==> config.mk <==
export PLATFORM = sky130hd
export DESIGN_NAME = psc_sideband
export DESIGN_NICKNAME = d
export VERILOG_FILES = /design/src/include/psc_pkg.sv /design/src/verilog/psc_sideband.sv
export SDC_FILE = /design/constraint.sdc
export NUM_CORES = 1
export LEC_CHECK = 0
export ABC_AREA = 1
export BUFFER_PORTS_ARGS = -buffer_cell sky130_fd_sc_hd__buf_4
export CELL_PAD_IN_SITES_DETAIL_PLACEMENT = 1
export CELL_PAD_IN_SITES_GLOBAL_PLACEMENT = 2
export CORE_ASPECT_RATIO = 1.75
export CORE_UTILIZATION = 32
export DETAILED_ROUTE_END_ITERATION = 8
export GPL_ROUTABILITY_DRIVEN = 0
export GPL_TIMING_DRIVEN = 0
export HOLD_SLACK_MARGIN = 0.05
export PLACE_DENSITY = 0.89
export SYNTH_ARGS = -nofsm -noshare
export SYNTH_HDL_FRONTEND = slang
export SYNTH_SLANG_ARGS = --single-unit
==> constraint.sdc <==
create_clock -name clk -period 1.9 [get_ports clk]
set_input_delay 0.38 -clock clk [delete_from_list [all_inputs] [get_ports clk]]
set_output_delay 0.38 -clock clk [all_outputs]
set_load 0.05 [all_outputs]
==> src/include/psc_pkg.sv <==
package psc_pkg;

  // ************************************************************
  // Sizes
  // ************************************************************
  localparam int PSC_PORTS = 2;
  localparam int PSC_OUTS  = 4;
  localparam int PSC_INS   = 6;
  localparam int PSC_GRP   = 3;
  localparam int PSC_AW    = 8;
  localparam int PSC_DW    = 16;

  // ************************************************************
  // Register map
  // ************************************************************
  localparam logic [7:0] PSC_PORT_STRIDE    = 8'h08;
  localparam logic [2:0] PSC_OFF_OUTEN      = 3'h0;
  localparam logic [2:0] PSC_OFF_OUTVAL     = 3'h1;
  localparam logic [2:0] PSC_OFF_INSTAT     = 3'h2;
  localparam logic [2:0] PSC_OFF_INTMASK    = 3'h3;
  localparam logic [2:0] PSC_OFF_INTMODE    = 3'h4;
  localparam logic [2:0] PSC_OFF_INTFLAG    = 3'h5;
  localparam logic [7:0] PSC_ADDR_ALL_OUTEN  = 8'h40;
  localparam logic [7:0] PSC_ADDR_ALL_OUTVAL = 8'h41;
  localparam logic [7:0] PSC_ADDR_SYS_OUTEN  = 8'h60;
  localparam logic [7:0] PSC_ADDR_SYS_OUTVAL = 8'h61;

  // ************************************************************
  // Fields
  // ************************************************************
  localparam int PSC_MODE_RISE = 0;
  localparam int PSC_MODE_FALL = 1;
  localparam int PSC_MODE_GRP0 = 2;
  localparam int PSC_MODE_EN   = 7;
  localparam int PSC_FLAG_FALL = 8;

  // ************************************************************
  // Reset values
  // ************************************************************
  localparam logic [3:0] PSC_OUTEN_RST  = 4'h0;
  localparam logic [3:0] PSC_OUTVAL_RST = 4'h5;

  // ************************************************************
  // Carriers
  // ************************************************************
  typedef struct packed {
    logic [PSC_AW-1:0] addr;
    logic [PSC_DW-1:0] wdata;
    logic              wr;
    logic              rd;
  } psc_bus_s;

  typedef struct packed {
    logic [PSC_OUTS-1:0] value;
    logic [PSC_OUTS-1:0] oeN;
  } psc_out_s;

endpackage

==> src/verilog/psc_sideband.sv <==
`timescale 1ns/1ns
// Function
// - Four outputs per port; port, device, system writes
// - Per-port enables; all outputs disabled after reset
// - Value register; A outputs one, B zero
// - Six inputs per port readable as status
// - Interrupt on falling, rising or both edges
// - One flag register records input and edge
// - Interrupt active low, only ever pulls low
// - Shared wired-OR line, low means any device
// - Source is one input or group OR
module psc_sideband
  import psc_pkg::*;
#(
  parameter int PORTS = PSC_PORTS
)(
  // Clock and reset
  input  wire logic                         clk,
  input  wire logic                         reset_n,
  // Register port
  input  wire psc_bus_s                     busReq,
  output logic     [PSC_DW-1:0]             rdata,
  // Module-side pins
  input  wire logic [PORTS-1:0][PSC_INS-1:0] inPins,
  output psc_out_s [PORTS-1:0]              outPins,
  // Host interrupt, open drain
  output logic                              hostIntOut,
  output logic                              hostIntOeN
);

  // ************************************************************
  // Elaboration check
  // ************************************************************
  // Port windows must stay below the device-wide addresses
  if (PORTS < 1 || PORTS > 8)
  begin : g_bad_ports
    $error("psc_sideband: PORTS must be 1 to 8");
  end

  // ************************************************************
  // State
  // ************************************************************
  typedef struct packed {
    logic [PORTS-1:0][PSC_OUTS-1:0] outEn;
    logic [PORTS-1:0][PSC_OUTS-1:0] outVal;
    logic [PORTS-1:0][PSC_INS-1:0]  sync1;
    logic [PORTS-1:0][PSC_INS-1:0]  sync2;
    logic [PORTS-1:0][PSC_INS-1:0]  prev;
    logic [PORTS-1:0][PSC_INS-1:0]  mask;
    logic [PORTS-1:0][7:0]          mode;
    logic [PORTS-1:0][PSC_INS-1:0]  flagRise;
    logic [PORTS-1:0][PSC_INS-1:0]  flagFall;
    logic [PSC_DW-1:0]              rdata;
    logic                           intActive;
  } psc_state_s;

  localparam psc_state_s ST_RST = '{outEn: {PORTS{PSC_OUTEN_RST}}, outVal: {PORTS{PSC_OUTVAL_RST}}, default: '0};

  psc_state_s          st_ff;
  psc_state_s          nxt_st;
  logic                inPortWin;
  logic [2:0]          selPort;
  logic [2:0]          selOff;
  logic                thisPort;
  logic                allEn;
  logic                allVal;
  logic [PSC_INS-1:0]  rise;
  logic [PSC_INS-1:0]  fall;
  logic [PSC_INS-1:0]  armed;
  logic [PSC_INS-1:0]  clrRise;
  logic [PSC_INS-1:0]  clrFall;
  logic [PSC_INS-1:0]  riseSeen0;

  // ************************************************************
  // Next state
  // ************************************************************
  always_comb
  begin
    nxt_st    = st_ff;
    nxt_st.rdata = '0;
    inPortWin = busReq.addr < PSC_AW'(PORTS * int'(PSC_PORT_STRIDE));
    selPort   = busReq.addr[5:3];
    selOff    = busReq.addr[2:0];
    // Device-wide and system-wide addresses both hit every port
    allEn     = busReq.wr && (busReq.addr == PSC_ADDR_ALL_OUTEN || busReq.addr == PSC_ADDR_SYS_OUTEN);
    allVal    = busReq.wr && (busReq.addr == PSC_ADDR_ALL_OUTVAL || busReq.addr == PSC_ADDR_SYS_OUTVAL);
    thisPort  = 1'b0;
    rise      = '0;
    fall      = '0;
    armed     = '0;
    clrRise   = '0;
    clrFall   = '0;
    for (int p = 0; p < PORTS; p++)
    begin
      // First stage feeds only the second
      nxt_st.sync1[p] = inPins[p];
      nxt_st.sync2[p] = st_ff.sync1[p];
      nxt_st.prev[p]  = st_ff.sync2[p];
      rise = st_ff.sync2[p] & ~st_ff.prev[p];
      fall = ~st_ff.sync2[p] & st_ff.prev[p];
      for (int i = 0; i < PSC_INS; i++)
      begin
        armed[i] = st_ff.mode[p][PSC_MODE_EN] & (st_ff.mask[p][i] | st_ff.mode[p][PSC_MODE_GRP0 + i / PSC_GRP]);
      end
      thisPort = inPortWin && selPort == 3'(p);
      if ((busReq.wr && thisPort && selOff == PSC_OFF_OUTEN) || allEn)
      begin
        nxt_st.outEn[p] = busReq.wdata[PSC_OUTS-1:0];
      end
      if ((busReq.wr && thisPort && selOff == PSC_OFF_OUTVAL) || allVal)
      begin
        nxt_st.outVal[p] = busReq.wdata[PSC_OUTS-1:0];
      end
      if (busReq.wr && thisPort && selOff == PSC_OFF_INTMASK)
      begin
        nxt_st.mask[p] = busReq.wdata[PSC_INS-1:0];
      end
      if (busReq.wr && thisPort && selOff == PSC_OFF_INTMODE)
      begin
        nxt_st.mode[p] = busReq.wdata[7:0];
      end
      if (busReq.wr && thisPort && selOff == PSC_OFF_INTFLAG)
      begin
        clrRise = busReq.wdata[PSC_INS-1:0];
        clrFall = busReq.wdata[PSC_FLAG_FALL +: PSC_INS];
      end
      else
      begin
        clrRise = '0;
        clrFall = '0;
      end
      // A new edge beats a clear in the same cycle
      nxt_st.flagRise[p] = (st_ff.flagRise[p] & ~clrRise)
                         | (rise & armed & {PSC_INS{st_ff.mode[p][PSC_MODE_RISE]}});
      nxt_st.flagFall[p] = (st_ff.flagFall[p] & ~clrFall)
                         | (fall & armed & {PSC_INS{st_ff.mode[p][PSC_MODE_FALL]}});
      if (busReq.rd && thisPort)
      begin
        case (selOff)
          PSC_OFF_OUTEN:   nxt_st.rdata = PSC_DW'(st_ff.outEn[p]);
          PSC_OFF_OUTVAL:  nxt_st.rdata = PSC_DW'(st_ff.outVal[p]);
          PSC_OFF_INSTAT:  nxt_st.rdata = PSC_DW'(st_ff.sync2[p]);
          PSC_OFF_INTMASK: nxt_st.rdata = PSC_DW'(st_ff.mask[p]);
          PSC_OFF_INTMODE: nxt_st.rdata = PSC_DW'(st_ff.mode[p]);
          PSC_OFF_INTFLAG: nxt_st.rdata = {2'h0, st_ff.flagFall[p], 2'h0, st_ff.flagRise[p]};
          default:         nxt_st.rdata = '0;
        endcase
      end
    end
    // Line held low for as long as any flag stands
    nxt_st.intActive = |{nxt_st.flagRise, nxt_st.flagFall};
  end

  always_ff @(posedge clk)
  begin
    if (!reset_n)
      st_ff <= ST_RST;
    else
      st_ff <= nxt_st;
  end

  // ************************************************************
  // Outputs
  // ************************************************************
  for (genvar p = 0; p < PORTS; p++)
  begin : g_out
    assign outPins[p].value = st_ff.outVal[p];
    assign outPins[p].oeN   = ~st_ff.outEn[p];
  end

  // Never drives high, so several devices can share the line
  assign hostIntOut = 1'b0;
  assign hostIntOeN = ~st_ff.intActive;
  assign rdata      = st_ff.rdata;

  // Masked rising edges of port 0, any bit the bench picks
  assign riseSeen0 = st_ff.sync2[0] & ~st_ff.prev[0] & st_ff.mask[0];
endmodule

After elaboration in Yosys (flattened, before gate mapping). Cells that the tools add are included.

Register bits after elaboration: 121. Memory bits (read-only): 0. Logic and storage cells: 121. Bits in latches: 0. Memories: 0. Memory bits (writable): 0. Input bits: 40.

Equal/unequal tests: 10. Shift operators: 0. Multiplexer cells: 8. Bitwise operators: 55. $mul: 0. Reductions and logical operators: 27. Div/mod/pow operators: 0. $lt $le $gt $ge: 1. Add/sub/neg operators: 0.

Operators by type and width (number): one-hot mux 14 bit (6 select lines) (2); AND 6 bit (16); NOT 6 bit (8); equality test 8 x 7 -> 1 bit, second input constant (4); two-way mux 6 bit (4); bitwise OR 6 bit (4); OR reduction 24 bit (1); logical AND 1 bit (18); two-way mux 16 bit (1); two-way mux 14 bit (1); AND 1 bit (12); bitwise OR 1 bit (12); < comparator 8 x 5 -> 1 bit, second input constant (1); NOT 4 bit (2); equality test 3 x 1 -> 1 bit, second input constant (2); equality test 3 x 2 -> 1 bit, second input constant (2); equality test 3 bit, second input constant (2); zero test 3 bit (2); logical OR 1 bit (6); NOT 1 bit (1).

Logic depth before layout (Yosys ltp). Gate-level depths: netlist (run 1).

Depth in word-level cells: 9. Mapped depth: 13. Depth with buffers taken out: 12.

Worst setup path after synthesis (run 1). No wires, ideal clock.

Path type: input to register. From: in busReq[25] (netlist bit). To: reg st_ff[0] (netlist bit). Arrival: 1402 ps. Setup slack: 388 ps. Stages: 13. Path through: nor2_1 -> nand2_2 -> nor2_4 -> buf_6 -> nand3_1 -> nand2_1 -> nand2_1 -> nor2_1 -> nand2_1 -> nor2_1 -> nand3_1 -> nand2_1 -> inv_1.

Longest elaborated chain between the ends: 9. Elaborated cells on any way between the ends: 24. Classes of those cells: order compare (1); mux (4); bitwise (12); reduce/logical (7).

Ends and longest elaborated chain: from (decl) (RTL line psc_sideband.sv:21) `input wire psc_bus_s busReq,`; < comparator 8 x 5 -> 1 bit * (RTL line psc_sideband.sv:81) `inPortWin = busReq.addr < PSC_AW'(PORTS * int'(PSC_PORT_STRIDE));`; logical AND 1 bit (RTL line psc_sideband.sv:105) `thisPort = inPortWin && selPort == 3'(p);`; logical AND 1 bit (2 in series) (RTL line psc_sideband.sv:122) `if (busReq.wr && thisPort && selOff == PSC_OFF_INTFLAG)`; two-way mux 6 bit (RTL line psc_sideband.sv:122); NOT 6 bit (on tied branches) (RTL line psc_sideband.sv:135, psc_sideband.sv:133); AND 6 bit (on tied branches) (RTL line psc_sideband.sv:135, psc_sideband.sv:133); bitwise OR 6 bit (on tied branches) (RTL line psc_sideband.sv:136, psc_sideband.sv:134); OR reduction 24 bit * (RTL line psc_sideband.sv:151) `nxt_st.intActive = |{nxt_st.flagRise, nxt_st.flagFall};`; to (signal assigned) (RTL line psc_sideband.sv:159) `st_ff <= nxt_st;`; to (decl) (RTL line psc_sideband.sv:59) `psc_state_s st_ff;`.

Mark *: on every way between the ends. The rest lies on a longest branch, timed or not. A chain may end at the register's enable or synchronous reset.

Worst setup path in the final report (run 1).
From: in busReq[25] (netlist bit). To: reg st_ff[68] (netlist bit).

Longest elaborated chain between the ends: 4.

Ends and longest elaborated chain: < comparator 8 x 5 -> 1 bit (RTL line psc_sideband.sv:81); logical AND 1 bit (RTL line psc_sideband.sv:105); logical AND 1 bit (2 in series) (RTL line psc_sideband.sv:114) `if (busReq.wr && thisPort && selOff == PSC_OFF_INTMASK)`.

No other way between the ends.

==> results.sh, run 1 <==
export IMPL_drtIter0Drc=262
export IMPL_slowest_delay_ns=0.34
export IMPL_min_to="nxt_st[89]$_SDFF_PN0_"
export IMPL_cts_root_buf="clkbuf_16"
export IMPL_startpoint_type="primary input"
export IMPL_tns_ns=0
export IMPL_nets=827
export IMPL_hold_path_class="primary input to flop"
export IMPL_synth_warnings=0
export IMPL_syn_area_um2=5080
export IMPL_grt_pass1_vias=5332
export IMPL_path_class="primary input to flop"
export IMPL_path_clk_slew_ns=0.06
export IMPL_h_tree_depth=4
export IMPL_synth_area_top_cells="dfxtp_1, nand2_1, a21oi_1, inv_1, o21ai_0"
export IMPL_synth_top_area_share_pct=46.9
export IMPL_synth_ff_type="dfxtp_1"
export IMPL_crit_required_ns=2.19
export IMPL_antenna_cells=0
export IMPL_total_power_mw=6.20
export IMPL_r2r_cells=10
export IMPL_fin_hold_ws_ns=0.145
export IMPL_synthArstFlopShare_pct=0
export IMPL_area_delta_synth_final_pct=26.3
export IMPL_overflow=0
export IMPL_postRouteAntennaNets=0
export IMPL_rr_endpoint="st_ff[0]$_SDFF_PN0_"
export IMPL_period_share_pct=91.8
export IMPL_antenna_found_initial=0
export IMPL_min_delay_start="inPins[8]"
export IMPL_place_ws_ns=-0.250
export IMPL_cts_tree="built"
export IMPL_via_per_inst=5.15
export IMPL_stdcell_count=985
export IMPL_dp_hpwl_mm=13.9
export IMPL_drt_pass1_iterations=5
export IMPL_p_per_area_nw_per_um2=967
export IMPL_multi_input_area_um2=1990
export IMPL_fmax_ghz=0.573
export IMPL_drive_above_1_share_pct=17.9
export IMPL_grt_pass1_wl_mm=28.6
export IMPL_crit_fanout=8
export IMPL_finalHoldViolCount=0
export IMPL_min_path_cells=3
export IMPL_timing_final_ws_setup_ns=0.155
export IMPL_max_cap_violations=0
export IMPL_cts_sinks=119
export IMPL_io_buffers=65
export IMPL_r2r_slack_ns=0.16
export IMPL_rows=60
export IMPL_critPathArrivalTime_ns=2.03
export IMPL_seq_area_um2=2380
export IMPL_fill_cells=1990
export IMPL_period_needed_ns=1.74
export IMPL_yosysTopAreaCell="dfxtp_1"
export IMPL_crit_slowest_cell="o21ai_0"
export IMPL_ys_ff_latch=119
export IMPL_maxSlewHeadroom_pct=50.7
export IMPL_cts_buffers=17
export IMPL_end_kind="flop"
export IMPL_finalWirelength_mm=18.4
export IMPL_drc_errors=0
export IMPL_synth_edff_count=0
export IMPL_vias=5068
export IMPL_yosysSeqAreaShare_pct=46.9
export IMPL_crit_chain="buf_4, nor2_1, nand2_2, nor2_4, inv_1, nor2_1, inv_1, o21ai_0, a21oi_1"
export IMPL_grt_max_degree=17
export IMPL_slew_viol_final=0
export IMPL_wl_per_cell_um=18.7
export IMPL_status="finished, final reports clean"
export IMPL_worst_ir_drop_vdd_mv=0.524
export IMPL_cts_resized=0
export IMPL_dp_cells=955
export IMPL_synth_cells=702
export IMPL_grt_util_all_layers_pct=23.2
export IMPL_setup_viol=0
export IMPL_start_util_pct=32.8
export IMPL_r2r_start="st_ff[56]$_SDFFE_PN0P_"
export IMPL_clk_latency_ns=0.42
export IMPL_ys_types=27
export IMPL_dieArea_um2=16400
export IMPL_worst_pin_slew_ns=0.740
export IMPL_core_area_um2=15500
export IMPL_hold_buffers=0
export IMPL_postSynthAreaPerCell_um2=7.23
export IMPL_finalClockSkew_ns=0.00778
export IMPL_rsz0062_at_grt="false"
export IMPL_clock_path_buffers=2
export IMPL_die_w_um=97.2
export IMPL_die_y_um=169
export IMPL_io_pins=74
export IMPL_leakage_nw=2.88
sequential cells by signal, indices dropped and copies added (netlist names):
name and count:
st_ff 73, nxt_st 24, rdata 14, outPins 8
where the power goes:
part | switching (mW) | total (mW) | leakage [nW] | internal (mW)
Combinational | 0.209 | 0.307 | 1.62 | 0.0976
Clock | 1.17 | 3.35 | 0.295 | 2.18
Sequential | 0.0164 | 2.55 | 0.965 | 2.53
Total | 1.39 | 6.20 | 2.88 | 4.81
kinds of logic after synthesis:
| group | Yosys count | share of synthesized area [%] |
|---|---|---|
| flops | 119 | 46.9 |
| buf+inv | 157 | 14.1 |
| simple gates | 260 | 21.9 |
| compound gates | 165 | 17.1 |
| other cells | 1 | 0.0738 |
area by class of cell:
| type | instances | area share (%) |
|---|---|---|
| Sequential cell | 119 | 37.1 |
| Multi-Input combinational cell | 428 | 31.0 |
| Timing Repair Buffer | 65 | 7.61 |
| Clock buffer | 18 | 6.69 |
| Inverter | 105 | 6.15 |
| Buffer | 51 | 4.94 |
| Tap cell | 186 | 3.63 |
| Clock inverter | 13 | 2.83 |
stage by stage:
stage / util [%] / area (um^2)
final: 41.5 / 6410
after global placement: 37.5 / 5810
after global routing: 41.5 / 6410
after CTS: 41.5 / 6420
after floorplan: - / 5090
after detailed placement: 37.5 / 5810
per-layer routing:
layer / up-vias / track usage [%] / routed length, um
met5: - / 0 / 0
met4: 0 / 15.7 / 1190
met3: 55 / 4.34 / 764
met2: 151 / 43.5 / 9910
met1: 2467 / 22.8 / 6520
li1: 2395 / - / -
critical path, delay by kind of cell:
| family | cells | cell delay (ns) |
|---|---|---|
| buffers and inverters | 3 | 0.45 |
| AOI/OAI and AO/OA | 2 | 0.45 |
| and+or+nand+nor | 4 | 0.75 |
cell usage after synthesis (4+ instances only):
| master | count |
|---|---|
| a21oi_1 | 92 |
| buf_2 | 4 |
| buf_4 | 28 |
| clkbuf_1 | 17 |
| dfxtp_1 | 119 |
| inv_1 | 99 |
| nand2_1 | 152 |
| nand3_1 | 40 |
| nand4_1 | 13 |
| nor2_1 | 40 |
| nor2_2 | 6 |
| o2111ai_1 | 6 |
| o21ai_0 | 51 |
| o22ai_1 | 11 |
layout by cell type (no fill, tap or decap), drive strengths merged, types with 11 or more instances in the layout:
cell,n
o21ai,54
nand3,41
buf,100
inv,102
nand4,13
nor2,49
a21oi,92
clkbuf,34
o22ai,11
dfxtp,119
nand2,153
repair_timing:
action | in CTS | in global routing
endpoints found under the setup margin | 0 | 2
buffers inserted | 0 | 0
endpoints found under the hold margin | 0 | 0
worst max-delay path by stage:
stage	from	to	slack, ns	cells after the start
floorplan	busReq[25]	st_ff[0]$_SDFF_PN0_	0.39	13
global placement	busReq[25]	st_ff[0]$_SDFF_PN0_	-0.20	14
detailed placement	busReq[25]	st_ff[41]$_SDFFE_PN0P_	-0.25	10
CTS	st_ff[56]$_SDFFE_PN0P_	st_ff[0]$_SDFF_PN0_	0.16	10
global route	busReq[22]	st_ff[0]$_SDFF_PN0_	0.03	14
finish	busReq[25]	st_ff[68]$_SDFFE_PN0P_	0.16	9
Note: power is estimated with default switching activity, not from simulation.
==> run 2, diff against run 1 <==
--- a/config.mk
+++ b/config.mk
@@ -15,6 +15,7 @@
 export GPL_ROUTABILITY_DRIVEN = 0
 export GPL_TIMING_DRIVEN = 0
 export HOLD_SLACK_MARGIN = 0.05
+export MAX_ROUTING_LAYER = met4
 export PLACE_DENSITY = 0.89
 export SYNTH_ARGS = -nofsm -noshare
 export SYNTH_HDL_FRONTEND = slang
==> results.sh, run 2 (synthesis gave the netlist of run 1 again) <==
export IMPL_status="finished, final reports clean"
export IMPL_finalClockSkew_ns=0.00947
export IMPL_via_per_inst=5.17
export IMPL_fmax_ghz=0.571
export IMPL_rsz0062_at_grt="false"
export IMPL_die_w_um=97.2
export IMPL_h_tree_depth=4
export IMPL_postRouteAntennaNets=0
export IMPL_end_kind="flop"
export IMPL_finalWirelength_mm=18.4
export IMPL_cts_resized=0
export IMPL_core_area_um2=15500
export IMPL_seq_area_um2=2380
export IMPL_path_clk_slew_ns=0.06
export IMPL_intPower_mw=4.81
export IMPL_crit_fanout=8
export IMPL_cts_tree="built"
export IMPL_area_delta_synth_final_pct=26.3
export IMPL_critPathArrivalTime_ns=2.04
export IMPL_seqPwrFrac_pct=41.1
export IMPL_startpoint_type="primary input"
export IMPL_slowest_delay_ns=0.35
export IMPL_top_register="st_ff"
export IMPL_crit_required_ns=2.19
export IMPL_antenna_cells=0
export IMPL_final_common_cell="nand2_1"
export IMPL_grt_util_all_layers_pct=23.9
export IMPL_leakage_nw=2.88
export IMPL_tns_ns=0
export IMPL_dp_hpwl_mm=13.9
export IMPL_final_util_pct=41.5
export IMPL_cts_buffers=17
export IMPL_p_sw_mw=1.40
export IMPL_hold_path_class="primary input to flop"
export IMPL_max_cap_violations=0
export IMPL_finalHoldViolCount=0
export IMPL_nets=827
export IMPL_dieArea_um2=16400
export IMPL_setup_viol=0
export IMPL_path_class="primary input to flop"
export IMPL_drive_above_1_share_pct=17.9
export IMPL_comb_power_share_pct=5.0
export IMPL_r2r_slack_ns=0.16
export IMPL_postCtsSetupRepairBufs=0
export IMPL_crit_slowest_cell="o21ai_0"
export IMPL_crit_family="simple AND/OR/NAND/NOR gates"
export IMPL_drt_pass1_iterations=5
export IMPL_rows=60
export IMPL_hold_buffers=0
export IMPL_clock_path_buffers=2
export IMPL_clkPwrFrac_pct=54.0
export IMPL_multi_input_area_um2=1990
export IMPL_drc_errors=0
export IMPL_worst_pin_slew_ns=0.745
export IMPL_cts_root_buf="clkbuf_16"
export IMPL_period_share_pct=92.2
export IMPL_grt_pass1_wl_mm=28.6
export IMPL_io_buffers=65
export IMPL_final_cell_mix="nand2_1, dfxtp_1, inv_1, buf_4, a21oi_1"
export IMPL_clk_latency_ns=0.42
export IMPL_grt_pass1_vias=5330
export IMPL_cp_buffers_inverters=3
export IMPL_drtIter0Drc=264
export IMPL_p_per_area_nw_per_um2=967
export IMPL_switching_share_pct=22.5
export IMPL_slew_viol_final=0
export IMPL_worst_ir_drop_vdd_mv=0.523
export IMPL_start_util_pct=32.8
export IMPL_overflow=0
export IMPL_fill_cells=1990
export IMPL_period_needed_ns=1.75
export IMPL_crit_chain="buf_4, nor2_1, nand2_2, nor2_4, inv_1, nor2_1, inv_1, o21ai_0, a21oi_1"
export IMPL_maxSlewHeadroom_pct=50.4
export IMPL_vias=5097
export IMPL_grt_max_degree=17
export IMPL_wl_per_cell_um=18.7
export IMPL_cts_sinks=119
export IMPL_antenna_found_initial=0
export IMPL_largest_register_ffs=73
export IMPL_io_pins=74
export IMPL_die_y_um=169
[run 2: cell counts in the layout (fill, tap and decap cells not counted)]
Identical to the previous run, type by type.
[run 2: worst register-to-register path, stage by stage (launching register included)]
cell and delay, ns:
dfxtp_1 0.32, inv_1 0.12, a21oi_1 0.44, nand4_1 0.22, nand2_1 0.13, nor2_1 0.07
nand2_1 0.07, nor2_1 0.04, nand3_1 0.12, nand2_1 0.07, inv_1 0.07
[run 2: final timing paths]
check / startpoint / endpoint / depth (start not counted)
setup / recovery: busReq[25] / st_ff[68]$_SDFFE_PN0P_ / 9
hold / removal: inPins[8] / nxt_st[89]$_SDFF_PN0_ / 3
setup reg to reg: st_ff[56]$_SDFFE_PN0P_ / st_ff[0]$_SDFF_PN0_ / 10
hold reg to reg: nxt_st[88]$_SDFF_PN0_ / nxt_st[76]$_SDFF_PN0_ / 2
[run 2: layer usage]
layer	vias up	share of wire (%)	track usage [%]
met1	2476	36	22.9
met4	0	6.6	16.0
met2	154	54	43.6
met5	-	0	-
li1	2400	-	-
met3	67	3.5	3.88
[run 2: area by class of cell]
cell class                 count  area share, %
clock inverter                13           2.83
buffer                        51           4.94
inverter                     105           6.15
timing repair buffer          65           7.61
sequential                   119           37.1
tap                          186           3.63
multi-input combinational    428           31.0
clock buffer                  18           6.69
[run 2: per-stage QoR]
stage | hold slack, ns | power (mW) | setup slack (ns) | area, um^2 | cells
after floorplan | 0.390 | 2.75 | 0.388 | 5090 | 704
after global placement | 0.396 | 2.89 | -0.196 | 5810 | 955
after detailed placement | 0.404 | 2.91 | -0.250 | 5810 | 955
after CTS | 0.142 | 6.22 | 0.159 | 6420 | 986
after global routing | 0.150 | 6.38 | 0.0241 | 6410 | 985
final | 0.144 | 6.20 | 0.148 | 6410 | 985
[run 2: power by group through the flow]
stage	logic, mW	clock network, mW	registers (mW)
after detailed placement	0.305	0	2.60
after CTS	0.308	3.36	2.55
after global placement	0.296	0	2.60
final	0.307	3.35	2.55
after floorplan	0.159	0	2.59
after global routing	0.333	3.50	2.55
==> run 3, diff against run 2 <==
--- a/config.mk
+++ b/config.mk
@@ -10,6 +10,7 @@
 export CELL_PAD_IN_SITES_DETAIL_PLACEMENT = 1
 export CELL_PAD_IN_SITES_GLOBAL_PLACEMENT = 2
 export CORE_ASPECT_RATIO = 1.75
+export CORE_MARGIN = 2
 export CORE_UTILIZATION = 32
 export DETAILED_ROUTE_END_ITERATION = 8
 export GPL_ROUTABILITY_DRIVEN = 0
@@ -17,6 +18,7 @@
 export HOLD_SLACK_MARGIN = 0.05
 export MAX_ROUTING_LAYER = met4
 export PLACE_DENSITY = 0.89
+export RECOVER_POWER = 100
 export SYNTH_ARGS = -nofsm -noshare
 export SYNTH_HDL_FRONTEND = slang
 export SYNTH_SLANG_ARGS = --single-unit
==> results.sh, run 3 (synthesis gave the netlist of run 1 again) <==
export IMPL_crit_slowest_cell="clkbuf_1"
export IMPL_nets=829
export IMPL_final_cell_mix="nand2_1, dfxtp_1, inv_1, a21oi_1, buf_4"
export IMPL_period_share_pct=92.3
export IMPL_h_tree_depth=4
export IMPL_crit_required_ns=2.26
export IMPL_cts_buffers=17
export IMPL_startpoint_type="flop"
export IMPL_dp_hpwl_mm=13.8
export IMPL_final_util_pct=39.9
export IMPL_min_delay_start="inPins[3]"
export IMPL_end_kind="flop"
export IMPL_place_area_um2=5810
export IMPL_die_y_um=171
export IMPL_drc_errors=0
export IMPL_path_clk_slew_ns=0.06
export IMPL_crit_chain="clkbuf_1, nand4_1, nand2_1, nor2_1, nand2_1, nor2_1, nand3_1, nand2_1, inv_1"
export IMPL_hold_buffers=0
export IMPL_area_delta_synth_final_pct=23.6
export IMPL_grt_max_degree=17
export IMPL_cts_root_buf="clkbuf_16"
export IMPL_antenna_cells=0
export IMPL_largest_register_ffs=73
export IMPL_clock_path_buffers=2
export IMPL_final_common_cell="nand2_1"
export IMPL_start_util_pct=32.3
export IMPL_max_cap_violations=0
export IMPL_grt_pass1_vias=5026
export IMPL_cp_common_cell="nand2_1"
export IMPL_timing_final_ws_setup_ns=0.147
export IMPL_wl_per_cell_um=18.1
export IMPL_crit_fanout=8
export IMPL_r2r_start="st_ff[42]$_SDFFE_PN0P_"
export IMPL_cts_resized=0
export IMPL_r2r_slack_ns=0.15
export IMPL_clk_latency_ns=0.41
export IMPL_setup_viol=0
export IMPL_rsz0062_at_grt="false"
export IMPL_top_register="st_ff"
export IMPL_place_ws_ns=-0.283
export IMPL_fmax_ghz=0.570
export IMPL_total_power_mw=6.09
export IMPL_drtIter0Drc=193
export IMPL_worst_pin_slew_ns=0.688
export IMPL_slowest_delay_ns=0.43
export IMPL_min_path_cells=3
export IMPL_overflow=0
export IMPL_rows=61
export IMPL_critPathArrivalTime_ns=2.11
export IMPL_hold_path_class="primary input to flop"
export IMPL_stdcell_count=991
export IMPL_dp_cells=958
export IMPL_finalWirelength_mm=18.0
export IMPL_rr_endpoint="st_ff[0]$_SDFF_PN0_"
export IMPL_cts_tree="built"
export IMPL_dieArea_um2=16900
export IMPL_grt_pass1_wl_mm=27.3
export IMPL_status="finished, final reports clean"
export IMPL_cts_sinks=119
export IMPL_postRouteAntennaNets=0
export IMPL_vias=4945
export IMPL_grt_util_all_layers_pct=22.2
export IMPL_finalHoldViolCount=0
export IMPL_fill_cells=1996
export IMPL_maxSlewHeadroom_pct=54.2
export IMPL_path_class="flop to flop"
export IMPL_leakage_nw=2.76
export IMPL_p_per_area_nw_per_um2=970
export IMPL_via_per_inst=4.99
export IMPL_period_needed_ns=1.75
export IMPL_drive_above_1_share_pct=13.5
export IMPL_r2r_cells=9
export IMPL_drt_pass1_iterations=7
export IMPL_design_area_um2=6270
export IMPL_min_to="nxt_st[84]$_SDFF_PN0_"
export IMPL_die_w_um=99.2
export IMPL_finalClockSkew_ns=0.00510
export IMPL_io_buffers=65
export IMPL_antenna_found_initial=0
export IMPL_slew_viol_final=0
export IMPL_io_pins=74
export IMPL_core_area_um2=15700
export IMPL_worst_ir_drop_vdd_mv=0.566
[run 3: cell types whose count changed in the layout (fill, tap and decap cells not counted), moves of 2 or more]
cell,before,now
clkbuf_1,17,49
clkinv_4,3,1
buf_4,93,61
clkbuf_2,0,6
o21ai_0,51,53
inv_2,3,1
o21ai_1,3,1
clkinvlp_4,2,4
nor2_1,40,44
nor2_2,6,2
[run 3: critical path: cells and delay by family (launching register included)]
family                 cells  cell delay (ns)
flip-flops                 1             0.30
AND/OR/NAND/NOR            7             0.89
buffers and inverters      2             0.49
[run 3: cell type report]
type / count / area [um^2] / area share, %
inverters: 105 / 394 / 6.28
plain buffers: 52 / 320 / 5.10
flip-flops and latches: 119 / 2380 / 38.0
clock buffers: 20 / 437 / 6.96
well taps: 189 / 236 / 3.77
clock inverters: 12 / 153 / 2.43
repair buffers: 66 / 378 / 6.02
multi-input cells: 428 / 1970 / 31.5
[run 3: per-stage QoR]
| step | hold slack, ns | TNS, ns |
|---|---|---|
| after floorplan | 0.390 | 0 |
| after CTS | 0.139 | 0 |
| after global routing | 0.147 | 0 |
| final | 0.145 | 0 |
| after detailed placement | 0.402 | -3.66 |
| after global placement | 0.394 | -1.25 |
[run 3: per-layer routing]
layer | share of wire [%] | up-vias | global-route usage (%)
li1 | - | 2410 | -
met1 | 36 | 2362 | 21.6
met2 | 55 | 124 | 41.3
met3 | 4.2 | 49 | 3.39
met4 | 4.8 | 0 | 11.9
met5 | 0 | - | -
[run 3: where the power goes]
part | switching [mW] | leakage (nW) | total, mW | internal (mW)
clock network | 1.18 | 0.276 | 3.24 | 2.06
logic | 0.204 | 1.51 | 0.298 | 0.0939
registers | 0.0158 | 0.965 | 2.55 | 2.53
[run 3: worst max-delay path by stage]
stage                           start  slack, ns                  end
6_report       st_ff[42]$_SDFFE_PN0P_       0.15  st_ff[0]$_SDFF_PN0_
2_1_floorplan              busReq[25]       0.39  st_ff[0]$_SDFF_PN0_
5_1_grt                    busReq[22]       0.02  st_ff[0]$_SDFF_PN0_
4_1_cts                    busReq[22]       0.14  st_ff[0]$_SDFF_PN0_
3_5_place_dp               busReq[22]      -0.28  st_ff[0]$_SDFF_PN0_
3_3_place_gp               busReq[25]      -0.21  st_ff[0]$_SDFF_PN0_
[run 3: repair_timing]
action,in CTS,in global routing
buffers inserted,0,1
setup endpoints to repair,0,1
endpoints found under the hold margin,0,0
